[src/verilog/cdm_pkg.sv]
package cdm_pkg;
	// ****************************************
	// sizes and counts
	// ****************************************
	localparam int CDM_RESULT_W = 24;
	localparam int CDM_TALLY_W = 8;
	localparam int CDM_SAT_RUN = 20;
	localparam int CDM_DIV_CYCLES = 131;
	localparam int CDM_RUN_W = 5;
	localparam int CDM_DIV_W = 8;
	// ****************************************
	// offset calibration window, signed 24 bit
	// ****************************************
	localparam logic [23:0] CDM_OFS_MAX = 24'h07_FFFF;
	localparam logic [23:0] CDM_OFS_MIN = 24'hF7_FFFF;
	localparam logic [23:0] CDM_OFS_RESET = 24'h00_0000;
	localparam logic [23:0] CDM_GAIN_RESET = 24'h40_0000;
	localparam logic [23:0] CDM_RESULT_RESET = 24'h00_0000;
	localparam logic [23:0] CDM_CLAMP_LOW = 24'h00_0000;
	localparam logic [23:0] CDM_CLAMP_HIGH = 24'hFF_FFFF;
endpackage : cdm_pkg

[src/verilog/cdm_monitor.sv]
`timescale 1ns/1ns
// Notes on behaviour
// - reference missing flag when enabled, external
// - reference missing also raises summary fault
// - filter overflow flags fault, clamps result
// - twenty identical modulator bits flag fault
// - offset outside window: keep coefficient, flag
// - gain calibration overflow: keep gain, flag
// - fault flag with result update, write-one clears
// - separate input range enables and flags
// - one reference range flag, either pin
// - range flags sticky, write-one clears
// - tally increments every 131 clocks
// - tally wraps to zero
// - oscillator stops in standby unless duty cycling or keep alive
module cdm_monitor (
	input wire logic core_clk, // core clock
	input wire logic reset, // async reset, high
	input wire logic ref_detect_on, // reference detect enable
	input wire logic ext_ref_sel, // external reference selected
	input wire logic ref_low, // comparator: reference low or open
	input wire logic adc_check_on, // converter error check enable
	input wire logic pos_input_range_check_on, // positive input range enable
	input wire logic neg_input_range_check_on, // negative input range enable
	input wire logic ref_range_check_on, // reference range enable
	input wire logic clock_monitor_on, // clock tally enable
	input wire logic pos_input_over, // positive_input above supply
	input wire logic pos_input_under, // positive_input below supply
	input wire logic neg_input_over, // negative_input above supply
	input wire logic neg_input_under, // negative_input below supply
	input wire logic refp_over, // reference_input_pair plus above supply
	input wire logic refm_under, // reference_input_pair minus below supply
	input wire logic mod_valid, // modulator bit strobe
	input wire logic mod_bit, // modulator bit
	input wire logic conv_valid, // filter result strobe
	input wire logic [cdm_pkg::CDM_RESULT_W-1:0] conv_value, // filter result
	input wire logic conv_over, // filter overflow
	input wire logic conv_under, // filter underflow
	input wire logic ofs_cal_done, // offset calibration result strobe
	input wire logic [cdm_pkg::CDM_RESULT_W-1:0] ofs_cal_value, // new offset
	input wire logic gain_cal_done, // gain calibration result strobe
	input wire logic [cdm_pkg::CDM_RESULT_W-1:0] gain_cal_value, // new gain
	input wire logic gain_cal_over, // filter overflow during gain cal
	input wire logic standby, // converter in standby
	input wire logic duty_cycling, // duty cycling mode
	input wire logic osc_keep_alive, // keep oscillator on in standby
	input wire logic clr_ref_missing, // write one clears
	input wire logic clr_adc_fault, // write one clears
	input wire logic clr_pos_range, // write one clears
	input wire logic clr_neg_range, // write one clears
	input wire logic clr_ref_range, // write one clears
	output logic ref_missing_flag, // reference missing flag
	output logic adc_fault_flag, // converter fault flag
	output logic pos_input_range_flag, // positive input range flag
	output logic neg_input_range_flag, // negative input range flag
	output logic ref_range_flag, // reference range flag
	output logic summary_fault, // summary fault status
	output logic [cdm_pkg::CDM_RESULT_W-1:0] conv_result, // result register
	output logic [cdm_pkg::CDM_RESULT_W-1:0] offset_coef, // offset register
	output logic [cdm_pkg::CDM_RESULT_W-1:0] gain_coef, // gain register
	output logic [cdm_pkg::CDM_TALLY_W-1:0] clock_tally, // clock tally register
	output logic osc_enable // internal oscillator enable
);
	import cdm_pkg::*;

	typedef struct packed {
		logic ref_missing;
		logic adc_fault;
		logic pos_rng;
		logic neg_rng;
		logic ref_rng;
		logic summary;
		logic [CDM_RESULT_W-1:0] result;
		logic [CDM_RESULT_W-1:0] ofs;
		logic [CDM_RESULT_W-1:0] gain;
		logic [CDM_TALLY_W-1:0] tally;
		logic [CDM_DIV_W-1:0] div;
		logic [CDM_RUN_W-1:0] run;
		logic last_bit;
		logic sat_pend;
		logic cal_pend;
		logic osc;
	} cdm_state_t;

	cdm_state_t st;
	cdm_state_t next_st;
	logic sat_now;
	logic ofs_bad;

	// ****************************************
	// next state
	// ****************************************
	always_comb begin
		next_st = st;
		sat_now = 1'b0;
		ofs_bad = 1'b0;
		if (mod_valid) begin
			next_st.last_bit = mod_bit;
			if (mod_bit == st.last_bit && st.run != 5'(CDM_SAT_RUN)) begin
				next_st.run = st.run + 5'd1;
			end else if (mod_bit != st.last_bit) begin
				next_st.run = 5'd1;
			end
			// saturation keeps flagging while the run lasts
			sat_now = (mod_bit == st.last_bit) && (st.run >= 5'(CDM_SAT_RUN - 1));
		end
		if (adc_check_on && sat_now) begin
			next_st.sat_pend = 1'b1;
		end
		ofs_bad = ($signed(ofs_cal_value) > $signed(CDM_OFS_MAX))
			|| ($signed(ofs_cal_value) < $signed(CDM_OFS_MIN));
		if (ofs_cal_done) begin
			if (ofs_bad && adc_check_on) begin
				next_st.cal_pend = 1'b1;
			end else if (!ofs_bad) begin
				next_st.ofs = ofs_cal_value;
			end
		end
		if (gain_cal_done) begin
			if (gain_cal_over) begin
				if (adc_check_on) begin
					next_st.cal_pend = 1'b1;
				end
			end else begin
				next_st.gain = gain_cal_value;
			end
		end
		if (clr_adc_fault) begin
			next_st.adc_fault = 1'b0;
		end
		// clamp and flag on filter overflow
		if (conv_valid) begin
			next_st.result = conv_over ? CDM_CLAMP_HIGH
				: (conv_under ? CDM_CLAMP_LOW : conv_value);
			// pends raised in this same cycle must not be lost
			if (adc_check_on && (conv_over || conv_under || next_st.sat_pend
					|| next_st.cal_pend)) begin
				next_st.adc_fault = 1'b1;
			end
			next_st.sat_pend = 1'b0;
			next_st.cal_pend = 1'b0;
		end
		if (clr_ref_missing) begin
			next_st.ref_missing = 1'b0;
		end
		if (ref_detect_on && ext_ref_sel && ref_low) begin
			next_st.ref_missing = 1'b1;
		end
		if (clr_pos_range) begin
			next_st.pos_rng = 1'b0;
		end
		if (pos_input_range_check_on && (pos_input_over || pos_input_under)) begin
			next_st.pos_rng = 1'b1;
		end
		if (clr_neg_range) begin
			next_st.neg_rng = 1'b0;
		end
		if (neg_input_range_check_on && (neg_input_over || neg_input_under)) begin
			next_st.neg_rng = 1'b1;
		end
		if (clr_ref_range) begin
			next_st.ref_rng = 1'b0;
		end
		if (ref_range_check_on && (refp_over || refm_under)) begin
			next_st.ref_rng = 1'b1;
		end
		next_st.summary = (next_st.ref_missing && ref_detect_on)
			|| (next_st.adc_fault && adc_check_on)
			|| (next_st.pos_rng && pos_input_range_check_on)
			|| (next_st.neg_rng && neg_input_range_check_on)
			|| (next_st.ref_rng && ref_range_check_on);
		if (clock_monitor_on) begin
			if (st.div == 8'(CDM_DIV_CYCLES - 1)) begin
				next_st.div = '0;
				next_st.tally = st.tally + 8'd1;
			end else begin
				next_st.div = st.div + 8'd1;
			end
		end
		next_st.osc = !standby || duty_cycling || osc_keep_alive;
	end

	// ****************************************
	// state register
	// ****************************************
	always_ff @(posedge core_clk or posedge reset) begin
		if (reset) begin
			st <= '{ofs: CDM_OFS_RESET, gain: CDM_GAIN_RESET, result: CDM_RESULT_RESET,
				osc: 1'b1, default: '0};
		end else begin
			st <= next_st;
		end
	end

	assign ref_missing_flag = st.ref_missing;
	assign adc_fault_flag = st.adc_fault;
	assign pos_input_range_flag = st.pos_rng;
	assign neg_input_range_flag = st.neg_rng;
	assign ref_range_flag = st.ref_rng;
	assign summary_fault = st.summary;
	assign conv_result = st.result;
	assign offset_coef = st.ofs;
	assign gain_coef = st.gain;
	assign clock_tally = st.tally;
	assign osc_enable = st.osc;

	// ****************************************
	// checks
	// ****************************************
	property p_ref_set;
		@(posedge core_clk) disable iff (reset)
		ref_detect_on && ext_ref_sel && ref_low |=> ref_missing_flag;
	endproperty
	a_ref_set: assert property (p_ref_set) else $error("reference flag not set");

	property p_summary;
		@(posedge core_clk) disable iff (reset)
		ref_detect_on && ext_ref_sel && ref_low |=> summary_fault;
	endproperty
	a_summary: assert property (p_summary) else $error("summary not set");

	property p_clamp;
		@(posedge core_clk) disable iff (reset)
		conv_valid && conv_over |=> conv_result == CDM_CLAMP_HIGH;
	endproperty
	a_clamp: assert property (p_clamp) else $error("overflow not clamped");

	property p_conv_flag;
		@(posedge core_clk) disable iff (reset)
		conv_valid && adc_check_on && conv_under |=> adc_fault_flag;
	endproperty
	a_conv_flag: assert property (p_conv_flag) else $error("conv fault missed");

	property p_ofs_keep;
		@(posedge core_clk) disable iff (reset)
		ofs_cal_done && ofs_bad |=> $stable(offset_coef);
	endproperty
	a_ofs_keep: assert property (p_ofs_keep) else $error("offset updated");

	property p_gain_keep;
		@(posedge core_clk) disable iff (reset)
		gain_cal_done && gain_cal_over |=> $stable(gain_coef);
	endproperty
	a_gain_keep: assert property (p_gain_keep) else $error("gain updated");

	property p_fault_sticky;
		@(posedge core_clk) disable iff (reset)
		adc_fault_flag && !clr_adc_fault |=> adc_fault_flag;
	endproperty
	a_fault_sticky: assert property (p_fault_sticky) else $error("fault dropped");

	property p_fault_at_result;
		@(posedge core_clk) disable iff (reset)
		!adc_fault_flag && !conv_valid |=> !adc_fault_flag;
	endproperty
	a_fault_at_result: assert property (p_fault_at_result) else $error("fault off result");

	property p_sat_pend;
		@(posedge core_clk) disable iff (reset)
		adc_check_on && sat_now |=> st.sat_pend || adc_fault_flag;
	endproperty
	a_sat_pend: assert property (p_sat_pend) else $error("saturation missed");

	property p_neg_rng;
		@(posedge core_clk) disable iff (reset)
		neg_input_range_check_on && (neg_input_over || neg_input_under) |=> neg_input_range_flag;
	endproperty
	a_neg_rng: assert property (p_neg_rng) else $error("neg range missed");

	property p_rng_off;
		@(posedge core_clk) disable iff (reset)
		!pos_input_range_check_on && !pos_input_range_flag |=> !pos_input_range_flag;
	endproperty
	a_rng_off: assert property (p_rng_off) else $error("disabled flag set");

	property p_ref_rng;
		@(posedge core_clk) disable iff (reset)
		ref_range_check_on && refm_under |=> ref_range_flag;
	endproperty
	a_ref_rng: assert property (p_ref_rng) else $error("ref range missed");

	property p_tally;
		@(posedge core_clk) disable iff (reset)
		clock_monitor_on && st.div == 8'(CDM_DIV_CYCLES - 1)
			|=> clock_tally == $past(clock_tally) + 8'h01;
	endproperty
	a_tally: assert property (p_tally) else $error("tally step wrong");

	property p_osc;
		@(posedge core_clk) disable iff (reset)
		standby && !duty_cycling && !osc_keep_alive |=> !osc_enable;
	endproperty
	a_osc: assert property (p_osc) else $error("oscillator not stopped");

	c_clamp: cover property (@(posedge core_clk) conv_valid && conv_over);
	c_sat: cover property (@(posedge core_clk) sat_now && adc_check_on);
	c_tally_wrap: cover property (@(posedge core_clk) clock_tally == 8'hFF
		&& st.div == 8'(CDM_DIV_CYCLES - 1));
	c_ref_clr: cover property (@(posedge core_clk) ref_missing_flag && clr_ref_missing);
endmodule : cdm_monitor

[config.mk]
export PLATFORM = sky130hd
export DESIGN_NAME = cdm_monitor
export DESIGN_NICKNAME = d
export VERILOG_FILES = /design/src/verilog/cdm_pkg.sv /design/src/verilog/cdm_monitor.sv
export SDC_FILE = /design/constraint.sdc
export NUM_CORES = 1
export LEC_CHECK = 0
export ABC_AREA = 1
export CORE_ASPECT_RATIO = 0.75
export CORE_MARGIN = 1.5
export CORE_UTILIZATION = 26
export DETAILED_ROUTE_END_ITERATION = 8
export DONT_BUFFER_PORTS = 1
export SYNTH_ARGS = -nofsm -noshare
export SYNTH_HDL_FRONTEND = slang
export SYNTH_SLANG_ARGS = --single-unit
[constraint.sdc]
create_clock -name core_clk -period 3.13 [get_ports core_clk]
set_clock_uncertainty 0.1 [all_clocks]
set_input_delay 0.313 -clock core_clk [delete_from_list [all_inputs] [get_ports core_clk]]
set_output_delay 0.313 -clock core_clk [all_outputs]
set_load 0.02 [all_outputs]
After elaboration in Yosys (flattened, before gate mapping)
Index checks and enable logic that the tools add are counted.
Widths: inputs -> output; s select.
{"block": "word_totals", "reg_bits": 103, "output_inout_bits": 87}
{"block": "classes", "n_addsub": 3, "order_cmp": 3, "n_eq_ne": 4, "muxes": 24, "bitwise_logic": 3, "reduce_logical": 34}
{"op": "$mux 24", "n": 2}
{"op": "$gt 24x20->1 const B", "n": 1}
{"op": "$lt 24x21->1 const B", "n": 1}
{"op": "$mux 1", "n": 18}
{"op": "$add 8x1->8 const B", "n": 2}
{"op": "$logic_and 1x1->1", "n": 15}
{"op": "$logic_or 1x1->1", "n": 13}
{"op": "$mux 5", "n": 2}
{"op": "$eq 8x8->1 const B", "n": 1}
{"op": "$mux 8", "n": 1}
{"op": "$reduce_and 2->1", "n": 3}
{"op": "$add 5x1->5 const B", "n": 1}
{"op": "$ge 5x5->1 const B", "n": 1}
{"op": "$ne 5x5->1 const B", "n": 1}
{"op": "$not 1->1", "n": 3}
{"op": "$reduce_and 3->1", "n": 1}
{"op": "$mux 2", "n": 1}
{"op": "$reduce_bool 2->1", "n": 1}
{"op": "$eq 1x1->1", "n": 1}
{"op": "$logic_not 1->1", "n": 1}
{"op": "$ne 1x1->1", "n": 1}

Depth between registers and ports, before layout
Gate-level depths: netlist (run 1).
{"block": "depth", "depth_word": 17, "ltp_mapped": 13, "mapped_depth_nobuf": 13}

Least setup slack after synthesis (run 1)
Ideal clock, no wire load.
{"block": "synth_path", "path_type": "register -> register", "startpoint": "register st[9] in the netlist's numbering", "endpoint": "register st (netlist bit clock_tally[7])", "setup_ns": 0.124, "t_arrival_ns": 1.409, "required_time_ns": 2.906, "slack_ns": 1.497, "stages_incl_launch_ff": 11, "n_path_buf": 0, "path_cell_list": "dfrtp_1 -> inv_1 -> ha_1 -> nand3_1 -> nor2_2 -> inv_2 -> nor2_8 -> inv_2 -> nor2_2 -> nand4_1 -> xor2_1"}
{"block": "synth_between", "elab_chain_len": 2}
{"element": "from (decl)", "line_no": "cdm_monitor.sv:85", "source": "cdm_state_t st;"}
{"element": "from (signal assigned)", "line_no": "cdm_monitor.sv:188", "source": "st <= '{ofs: CDM_OFS_RESET, gain: CDM_GAIN_RESET, result: CDM_RESULT_RESET,"}
{"element": "from (signal assigned)", "line_no": "cdm_monitor.sv:191", "source": "st <= next_st;"}
{"element": "$eq 8x8->1", "line_no": "cdm_monitor.sv:173", "source": "if (st.div == 8'(CDM_DIV_CYCLES - 1)) begin"}
{"element": "$reduce_and 2->1 (no line)"}
Every way passes these cells.
A chain may end at the register's enable or synchronous reset.

Final worst setup path (run 1)
{"block": "layout_path", "startpoint": "input port ofs_cal_value[19] in the netlist's numbering", "endpoint": "register st (netlist bit offset_coef[21])"}
{"block": "layout_between", "elab_chain_len": 5, "elab_cells_between_ends": 7}
{"element": "from (decl)", "line_no": "cdm_monitor.sv:40", "source": "input wire logic [cdm_pkg::CDM_RESULT_W-1:0] ofs_cal_value,"}
{"element": "$gt 24x20->1 or $lt 24x21->1 (tied branches)", "line_no": "cdm_monitor.sv:110, cdm_monitor.sv:111"}
{"element": "$logic_or 1x1->1 *", "line_no": "cdm_monitor.sv:111", "source": "|| ($signed(ofs_cal_value) < $signed(CDM_OFS_MIN));"}
{"element": "$logic_and 1x1->1", "line_no": "cdm_monitor.sv:113", "source": "if (ofs_bad && adc_check_on) begin"}
{"element": "$not 1->1 (no line)"}
{"element": "$reduce_and 3->1 (no line) *"}
Every way passes the cells marked *; elsewhere a longest branch is shown, timed or not.

==> results of run 1 <==
==> cell type report <==
class	instances	area, µm²
multi-input combinational	304	1600
fill	1900	13000
sequential	103	2580
timing repair buffer	75	758
tap	247	309
inverter	42	160
clock buffer	10	239
clock inverter	6	45.0
==> path summary, 6_finish.rpt <==
| check | from | endpoint | slack, ns | cells after the start |
|---|---|---|---|---|
| max in group asynchronous | reset | conv_result[7] | 1.78 | 3 |
| setup / recovery | ofs_cal_value[19] | offset_coef[21] | 0.98 | 12 |
| min in group asynchronous | reset | offset_coef[2] | 0.41 | 2 |
| setup reg to reg | st[9] | clock_tally[6] | 1.36 | 11 |
| hold / removal | gain_cal_value[23] | gain_coef[23] | 0.02 | 1 |
| hold reg to reg | st[16] | st[16] | 0.38 | 1 |
==> logic make-up after synthesis <==
| group | count (synthesis) | share of synthesized area, % |
|---|---|---|
| adder cells (fa/ha/maj) | 5 | 1.25 |
| buffers and inverters | 135 | 16.3 |
| AO/OA/AOI/OAI | 49 | 5.16 |
| XOR/XNOR | 9 | 1.58 |
| AND/OR/NAND/NOR | 217 | 18.6 |
| multiplexers | 24 | 5.41 |
| flip-flops | 103 | 51.6 |
==> per-layer routing <==
metal	part of all wire, %	wire length, µm	track usage, %	up-vias
met4	1.3	153	3.61	0
met3	9.3	1120	5.03	16
met5	0	0	0	-
li1	-	-	-	1618
met2	46	5580	20.6	143
met1	43	5190	14.1	1559
==> state kept, by name (all words and copies together), names as in the netlist <==
name,flops
neg_input_range_flag,1
ref_range_flag,1
ref_missing_flag,1
summary_fault,1
adc_fault_flag,1
osc_enable,1
st,16
clock_tally,8
conv_result,24
pos_input_range_flag,1
offset_coef,24
gain_coef,24
==> power breakdown <==
| part | internal [W] | switching (W) | leakage, nW |
|---|---|---|---|
| Clock | 0.000564 | 0.000506 | 0.131 |
| Sequential | 0.00155 | 0.000385 | 1.22 |
| Combinational | 0.000222 | 0.000237 | 1.28 |
==> worst register-to-register path: stages (launching register included) <==
cell and delay, ns:
dfrtp_1 0.39, inv_1 0.10, ha_1 0.15, nand3_1 0.08, nor2_2 0.15, inv_2 0.08
nor2_8 0.13, nand2_4 0.07, nor3b_4 0.22, nand2_1 0.08, nand2_1 0.06, nand2_1 0.05
==> synthesized netlist by cell type, types with 2 or more instances <==
| master | instances | share of area (%) |
|---|---|---|
| o21ai_1 | 5 | 0.50 |
| nand2_1 | 141 | 11 |
| clkinv_1 | 2 | 0.15 |
| or2_1 | 2 | 0.25 |
| o21ai_0 | 8 | 0.80 |
| buf_4 | 81 | 12 |
| a21oi_1 | 31 | 3.1 |
| buf_1 | 3 | 0.23 |
| inv_1 | 28 | 2.1 |
| inv_2 | 12 | 0.90 |
| nor2_2 | 3 | 0.38 |
| xor2_1 | 8 | 1.4 |
| mux2_2 | 24 | 5.4 |
| nand3_1 | 14 | 1.4 |
| nor2_1 | 40 | 3.0 |
| nand4_1 | 6 | 0.75 |
| ha_1 | 5 | 1.3 |
| nand2_2 | 2 | 0.25 |
| buf_2 | 5 | 0.50 |
| clkbuf_1 | 4 | 0.30 |
| dfstp_2 | 2 | 1.1 |
| dfrtp_1 | 101 | 51 |
==> stage by stage <==
step	setup slack (ns)	utilization (%)	area, µm²	hold slack [ns]	instances
floorplan	0.0165	-	5000	0.309	542
global placement	1.24	25.1	4680	0.192	698
detailed placement	1.22	25.1	4680	0.198	698
CTS	1.02	30.5	5690	0.000227	787
global route	0.792	30.5	5690	0.00545	787
finish	0.984	30.5	5690	0.0171	787
==> metrics.md, run 1 <==
| Metric | Value |
|---|---|
| Largest net degree at the start of global routing | `59` |
| Routed vias | `3336` |
| Clk_lat worst skew | `0.35 ns` |
| Crit path kind | `in2reg` |
| Io pins | `191` |
| Startpoint Class | `input port` |
| Setup Total Neg Slack | `0 ns` |
| TritonCTS clock tree | `yes` |
| GPL Wtd Cong | `0.839` |
| CP max stage cell | `dlygate4sd3_1` |
| Rows | `43` |
| Top_reg_cell synth | `dfrtp_1` |
| Worst EP arrival | `2.33 ns` |
| Post-synth cell types | `37` |
| Most common cell after layout, fill and taps aside | `nand2_1` |
| CTS hold repair buffers | `73` |
| FFs w/ async S/R, synth | `100%` |
| Synth Warn # | `0` |
| MaxCap Viol Count | `0` |
| DRC violations left | `0` |
| Clk slew on worst S/H paths | `0.07 ns` |
| Static leakage | `2.63 nW` |
| Num CTS Buffers | `9` |
| Unrepaired setup endpoints after global routing | `false` |
| CP Cell Sequence | `dlygate4sd3_1, inv_2, nand2_1, nor2_1, nand2_1, nor2_1, nand2_1, nand3_1, nand2_2, inv_2, nand2_1, nand2_1` |
| Tcrit/Tclk final | `68.5%` |
| Total grt overflow | `0` |
| Initial Util | `26.8%` |
| CTS Sinks | `103` |
| Post-DP HPWL | `8090 µm` |
| Die W | `163 µm` |
| # setup viols final | `0` |
| Worst path max stage delay | `0.56 ns` |
| Flops & latches, synth | `103` |
| Outcome | `completed` |
| FMAX | `466 MHz` |
| Peak supply drop | `0.266 mV` |
| Max Buffers Root-to-Sink | `2` |
| CTS Root Cell | `clkbuf_16` |
| Initial antenna violation count | `0` |
| Drt initial violations | `234` |
| DRT Pass-1 Iters | `4` |
| Leading cell types in the layout, fill and taps excluded | `141 x nand2_1, 101 x dfrtp_1, 73 x dlygate4sd3_1, 39 x nor2_1, 31 x a21oi_1` |
| Nets | `644` |
| DR vias/cell | `4.24` |
| Core ar. | `18700 µm²` |
| Avg WL per Cell | `15.3 µm` |
| Pwr Density | `608 nW/µm²` |
| Crit. End Element | `flip-flop` |
| Tmin final | `2.15 ns` |
| P&R area growth vs syn | `13.9%` |
| Fin. Hold Viols | `0` |
| # H-tree levels | `3` |
| Die height | `123 µm` |
| Syn nets | `651` |
| Mapped Cells | `542` |
| Total die area | `20100 µm²` |
| CTS resizes | `0` |
| Cell mode on critical path | `nand2_1` |
| First-pass GRT wire length | `18400 µm` |
| Number of port buffers | `0` |
| Slew Limit Fails | `0` |
| Worst EP required | `3.31 ns` |
| Post-CTS Setup Repair Bufs | `0` |
| CP Buf/Inv Count | `3` |
| Cell family with most CP delay | `buffers and inverters` |
| Slew margin rel. | `31.6%` |
| EDFF count, synth | `0` |
| Antenna-violating nets left | `0` |
| DRT Wirelength | `12000 µm` |
| Area of the mapped netlist | `5000 µm²` |
| Post-synthesis sequential area ratio | `51.6%` |
| Least-Margin Pin Slew | `1.02 ns` |
| GRT Overall Usage | `12.1%` |
| Post-Syn Area per Cell | `9.22 µm²` |
| Ant. Diodes | `0` |
| Layout cell share with drive strength beyond 1 | `13.0%` |
| Pwr Total | `0.00346 W` |
| Vias in the first global route | `3546` |
| Hold Path Class | `in2reg` |
| Crit Path Max Fanout | `26` |
Power figures use the tool's default switching activity.
==> inputs of run 2 (changes only) <==
==> constraint.sdc (replaced) <==
create_clock -name core_clk -period 2.06 [get_ports core_clk]
set_clock_uncertainty 0.1 [all_clocks]
set_input_delay 0.206 -clock core_clk [delete_from_list [all_inputs] [get_ports core_clk]]
set_output_delay 0.206 -clock core_clk [all_outputs]
set_load 0.02 [all_outputs]
==> run 2 against run 1 <==
Effect of this change:
- register-to-register slack got worse by 1.2 ns
- critical path type is now reg2reg
- core utilization is 1.6 points higher
- non-clock buffer count is 23 higher
- via count is 3.8% higher
- cell area is 5.2% higher
- final cell count rose by 3.0%
- first-iteration DRC count down 9.8%
- largest cell class unchanged
==> metrics.md, run 2 (synthesized netlist as in run 1, its figures left out) <==
| Metric | Value |
|---|---|
| Outcome | `completed` |
| Static leakage | `2.77 nW (+5.1%)` |
| CTS Root Cell | `clkbuf_16` |
| Design Area, Final | `5990 µm² (+5.2%)` |
| Startpoint Class | `flip-flop` |
| CTS hold repair buffers | `91 (+25%)` |
| Most common cell after layout, fill and taps aside | `nand2_1` |
| Reg2reg start | `neg_input_range_flag` |
| Worst EP required | `2.20 ns (-1.11 ns)` |
| DRC violations left | `0 (unchanged)` |
| Least-Margin Pin Slew | `0.545 ns (-0.478 ns)` |
| First-pass GRT wire length | `18900 µm (+2.6%)` |
| CP Buf/Inv Count | `2 (-1)` |
| Cell mode on critical path | `nand2_1` |
| Setup Total Neg Slack | `0 ns (unchanged)` |
| Unrepaired setup endpoints after global routing | `false` |
| CP max stage cell | `dlygate4sd3_1` |
| Worst path max stage delay | `0.58 ns (+0.02 ns)` |
| Number of port buffers | `0 (unchanged)` |
| Total die area | `20100 µm² (unchanged)` |
| Worst EP arrival | `2.00 ns (-0.33 ns)` |
| Post-DP HPWL | `8210 µm (+1.4%)` |
| Io pins | `191 (unchanged)` |
| Initial Util | `26.8% (unchanged)` |
| Fin. Hold Viols | `0 (unchanged)` |
| FMAX | `536 MHz` |
| Tmin final | `1.87 ns` |
| Peak supply drop | `0.352 mV (+32%)` |
| Rows | `43 (unchanged)` |
| Clk_lat worst skew | `0.35 ns (about the same)` |
| Crit Path Max Fanout | `2 (-92%)` |
| Clk slew on worst S/H paths | `0.07 ns (about the same)` |
| Crit. End Element | `flip-flop` |
| CTS Sinks | `103 (unchanged)` |
| Routed vias | `3464 (+3.8%)` |
| Tcrit/Tclk final | `90.6%` |
| CTS resizes | `0 (unchanged)` |
| Fill count | `1884 (-0.84%)` |
| Num CTS Buffers | `9 (unchanged)` |
| TritonCTS clock tree | `yes` |
| Worst setup path start | `neg_input_range_flag` |
| Slew Limit Fails | `0 (unchanged)` |
| Largest net degree at the start of global routing | `45 (-24%)` |
| Worst Min Path Start | `clock_monitor_on` |
| Pre-CTS setup slack | `0.288 ns (-0.928 ns)` |
| CP Cell Sequence | `inv_1, o21ai_0, nand2_1, nand2_1, a221oi_1, dlygate4sd3_1, nand2_1` |
| Total grt overflow | `0 (unchanged)` |
| Pwr Density | `928 nW/µm² (+53%)` |
| Core ar. | `18700 µm² (unchanged)` |
| Die W | `163 µm (unchanged)` |
| DRT Wirelength | `12500 µm (+3.9%)` |
| Die height | `123 µm (unchanged)` |
| Placed Area | `4740 µm² (+1.4%)` |
| GPL Wtd Cong | `0.793 (-5.4%)` |
| Antenna-violating nets left | `0 (unchanged)` |
| Final worst setup slack | `0.194 ns (-0.790 ns)` |
| MaxCap Viol Count | `0 (unchanged)` |
| Nets | `667 (+3.6%)` |
| Max Buffers Root-to-Sink | `2 (unchanged)` |
| Cell family with most CP delay | `buffers and inverters` |
| # H-tree levels | `3 (unchanged)` |
| Layout cell share with drive strength beyond 1 | `13.3% (+0.36 points)` |
| GRT Overall Usage | `12.4% (+0.29 points)` |
| # setup viols final | `0 (unchanged)` |
| Drt initial violations | `211 (-9.8%)` |
| Slew margin rel. | `63.6% (+32 points)` |
| Vias in the first global route | `3587 (+1.2%)` |
| Leading cell types in the layout, fill and taps excluded | `141 x nand2_1, 101 x dfrtp_1, 90 x dlygate4sd3_1, 39 x nor2_1, 31 x a21oi_1` |
| Avg WL per Cell | `15.4 µm (+0.81%)` |
| Hold Path Class | `in2reg` |
| DR vias/cell | `4.27 (+0.76%)` |
| P&R area growth vs syn | `19.9%` |
| Crit path kind | `reg2reg` |
| Pwr Total | `0.00556 W (+61%)` |
| Initial antenna violation count | `1 (+1)` |
| DRT Pass-1 Iters | `4 (unchanged)` |
| Post-CTS Setup Repair Bufs | `0 (unchanged)` |
-- run 2: final timing paths --
kind	end	slack [ns]	depth (start not counted)
min	st[13]	0.03	3
max in group asynchronous	osc_enable	0.92	3
max	summary_fault	0.19	7
max reg2reg	summary_fault	0.19	7
min in group asynchronous	gain_coef[21]	0.29	2
min reg2reg	st[16]	0.39	1
-- run 2: worst min-delay path, stage by stage --
cell     delay (ns)
nand2_1        0.07
nor4_1         0.08
nor2_1         0.08
-- run 2: per-layer routing --
metal  global-route usage [%]  wire length (µm)  vias up
met4                     4.07               202        0
met3                     5.40              1200       14
met5                        0                 0        -
met1                     13.9              5170     1649
met2                     21.3              5940      139
li1                         -                 -     1662
-- run 2: report_power, final --
group / total (W) / internal, W / leakage (nW) / switching (W)
Sequential: 0.00293 / 0.00235 / 1.22 / 0.000577
Clock: 0.00188 / 0.00108 / 0.153 / 0.000803
Combinational: 0.000755 / 0.000377 / 1.40 / 0.000378
-- run 2: stage by stage --
step | std cells | utilization, % | hold slack, ns
2_1_floorplan | 542 | - | 0.202
3_3_place_gp | 703 | 25.4 | 0.0481
3_5_place_dp | 703 | 25.4 | 0.0520
4_1_cts | 810 | 32.1 | 0.00465
5_1_grt | 811 | 32.1 | 0.0265
6_report | 811 | 32.1 | 0.0295
-- run 2: final cells by class --
| cell class | count | area [µm²] | area share [%] |
|---|---|---|---|
| multi-input cells | 304 | 1600 | 26.8 |
| diodes | 1 | 2.50 | 0.0418 |
| inverters | 42 | 161 | 2.69 |
| clock buffers | 10 | 229 | 3.82 |
| clock inverters | 6 | 93.8 | 1.57 |
| flip-flops and latches | 103 | 2580 | 43.1 |
| well taps | 247 | 309 | 5.16 |
| repair buffers | 98 | 1010 | 16.9 |
==> inputs of run 3 (changes only) <==
--- a/config.mk
+++ b/config.mk
@@ -6,11 +6,12 @@
 export NUM_CORES = 1
 export LEC_CHECK = 0
 export ABC_AREA = 1
-export CORE_ASPECT_RATIO = 0.75
+export CORE_ASPECT_RATIO = 0.7
 export CORE_MARGIN = 1.5
 export CORE_UTILIZATION = 26
 export DETAILED_ROUTE_END_ITERATION = 8
 export DONT_BUFFER_PORTS = 1
+export PLACE_DENSITY = 0.44
 export SYNTH_ARGS = -nofsm -noshare
 export SYNTH_HDL_FRONTEND = slang
 export SYNTH_SLANG_ARGS = --single-unit
==> run 3 against run 2 <==
Effect of this change:
- core utilization fell by 0.41 points
- critical path depth down 2
- routed wire length decreased by 6.7%
==> metrics.md, run 3 (synthesized netlist as in run 1, its figures left out) <==
| Metric | Value |
|---|---|
| Outcome | `completed` |
| CTS resizes | `0 (unchanged)` |
| Peak supply drop | `0.334 mV (-5.0%)` |
| DR vias/cell | `4.32 (+1.2%)` |
| Pre-CTS setup slack | `0.268 ns (-0.0197 ns)` |
| Crit path kind | `in2reg` |
| CTS Root Cell | `clkbuf_16` |
| Io pins | `191 (unchanged)` |
| Placed Area | `4700 µm² (-0.92%)` |
| Vias in the first global route | `3782 (+5.4%)` |
| WHS | `0.0242 ns (-0.00537 ns)` |
| Setup Total Neg Slack | `0 ns (unchanged)` |
| Met3 routed WL | `1190 µm (-1.0%)` |
| Avg WL per Cell | `14.4 µm (-6.4%)` |
| Total grt overflow | `0 (unchanged)` |
| Antenna-violating nets left | `0 (unchanged)` |
| DRT Wirelength | `11700 µm (-6.7%)` |
| # setup viols final | `0 (unchanged)` |
| DRT Pass-1 Iters | `4 (unchanged)` |
| Slew Limit Fails | `0 (unchanged)` |
| Post-DP HPWL | `8010 µm (-2.4%)` |
| Most common cell after layout, fill and taps aside | `nand2_1` |
| Part of the power in combinational logic | `13.5% (about the same)` |
| Design Area, Final | `5970 µm² (-0.25%)` |
| Initial Util | `26.5% (-0.28 points)` |
| GRT Overall Usage | `12.1% (-0.37 points)` |
| Die height | `119 µm (-3.3%)` |
| Rows | `42 (-2.3%)` |
| Flip-flop and latch area | `2580 µm² (unchanged)` |
| First-pass GRT wire length | `18700 µm (-0.92%)` |
| Number of port buffers | `0 (unchanged)` |
| Leading cell types in the layout, fill and taps excluded | `141 x nand2_1, 101 x dfrtp_1, 93 x dlygate4sd3_1, 39 x nor2_1, 31 x a21oi_1` |
| NetSw | `0.00170 W (-3.3%)` |
| Routed vias | `3492 (+0.81%)` |
| Least-Margin Pin Slew | `0.696 ns (+0.151 ns)` |
| Tcrit/Tclk final | `90.3% (-0.25 points)` |
| Nets | `670 (+0.45%)` |
| Pwr Density | `925 nW/µm² (-0.34%)` |
| CTS Sinks | `103 (unchanged)` |
| Max Buffers Root-to-Sink | `2 (unchanged)` |
| Fill count | `1915 (+1.6%)` |
| Clk_lat worst skew | `0.34 ns (about the same)` |
| TritonCTS clock tree | `yes` |
| Worst path max stage delay | `0.57 ns (about the same)` |
| Ant. Diodes | `0 (-1)` |
| Worst EP required | `2.19 ns (about the same)` |
| Core ar. | `18900 µm² (+1.1%)` |
| MaxCap Viol Count | `0 (unchanged)` |
| Tmin final | `1.86 ns (-0.00525 ns)` |
| Int Pwr | `0.00383 W (+0.65%)` |
| Crit. End Element | `flip-flop` |
| Seq pwr share | `52.9% (+0.3 points)` |
| Largest net degree at the start of global routing | `55 (+22%)` |
| Cell mode on critical path | `dlygate4sd3_1` |
| Drt initial violations | `177 (-16%)` |
| Total die area | `20100 µm² (about the same)` |
| Worst EP arrival | `1.99 ns (about the same)` |
| Crit Path Max Fanout | `2 (unchanged)` |
| Hold Path Class | `in2reg` |
| Layout cell share with drive strength beyond 1 | `13.3% (-0.071 points)` |
| Static leakage | `2.76 nW (-0.16%)` |
| # H-tree levels | `3 (unchanged)` |
| DRC violations left | `0 (unchanged)` |
| Clk slew on worst S/H paths | `0.07 ns (about the same)` |
| Startpoint Class | `input port` |
| Initial antenna violation count | `0 (-1)` |
| Clock power frac | `33.6% (-0.2 points)` |
| CP max stage cell | `dlygate4sd3_1` |
| CP Cell Sequence | `dlygate4sd3_1, nand2_1, dlygate4sd3_1, nand2_1, dlygate4sd3_1` |
| Slew margin rel. | `53.6% (-10 points)` |
| Fin. Hold Viols | `0 (unchanged)` |
| Uppermost layer routed | `met4` |
| Switching Fraction | `30.8% (-0.85 points)` |
| Dpl cells | `698 (-0.71%)` |
| P&R area growth vs syn | `19.6%` |
| Area of the multi-input gates | `1600 µm² (unchanged)` |
| FMAX | `538 MHz (+0.28%)` |
| WL met2 | `5500 µm (-7.4%)` |
| Final worst setup slack | `0.200 ns (+0.00525 ns)` |
| Unrepaired setup endpoints after global routing | `false` |
| Die W | `169 µm (+3.4%)` |
| GPL Wtd Cong | `0.736 (-7.1%)` |
| WL met1 | `4830 µm (-6.7%)` |
| Post-CTS Setup Repair Bufs | `0 (unchanged)` |
| Final std cells w/o fill | `808 (-0.37%)` |
| Num CTS Buffers | `9 (unchanged)` |
[run 3: cell count changes in the layout (fill, tap and decap cells not counted)]
cell and delta:
dlygate4sd3_1 +3, buf_12 -3, clkinv_4 -1, inv_6 -1, buf_4 +3, diode_2 -1
clkbuf_8 +1, clkinv_2 +1
[run 3: final timing paths]
check                           startpoint        endpoint  slack, ns  cells after the start
worst max-delay path               mod_bit           st[3]       0.20                      5
worst min-delay path             conv_over  conv_result[7]       0.02                      2
worst max register to register       st[9]  clock_tally[6]       0.27                     11
worst min register to register      st[16]          st[16]       0.39                      1
max in group asynchronous            reset  conv_result[9]       0.92                      3
min in group asynchronous            reset    gain_coef[8]       0.45                      3
[run 3: cell type report]
type                       instances  area share (%)
timing repair buffer             101            16.8
sequential                       103            43.2
clock inverter                     5            1.36
tap                              242            5.07
multi-input combinational        304            26.8
clock buffer                      11            4.06
inverter                          42            2.70
[run 3: power by group through the flow]
stage | logic (W) | registers [W] | clock network, W
global placement | 0.000567 | 0.00296 | 0
floorplan | 0.00112 | 0.00256 | 0
global route | 0.000865 | 0.00297 | 0.00202
finish | 0.000748 | 0.00292 | 0.00185
detailed placement | 0.000592 | 0.00297 | 0
CTS | 0.000760 | 0.00293 | 0.00195
[run 3: repair_timing]
action | in CTS | in global routing
endpoints found under the setup margin | 0 | 0
hold buffers | 94 | 0
hold endpoints to repair | 189 | 0
[run 3: critical path: cells and delay by family]
family	cells	cell delay, ns
AND/OR/NAND/NOR	2	0.12
buffers and inverters	3	1.66
[run 3: through the flow]
step | power (W) | util (%)
after floorplan | 0.00369 | -
after global placement | 0.00352 | 24.9
after detailed placement | 0.00356 | 24.9
after CTS | 0.00564 | 31.7
after global routing | 0.00585 | 31.7
final | 0.00553 | 31.7
[run 3: layer usage]
metal | track usage [%] | vias up
li1 | - | 1663
met1 | 13.3 | 1675
met2 | 20.6 | 143
met3 | 5.75 | 11
met4 | 3.68 | 0
met5 | 0 | -
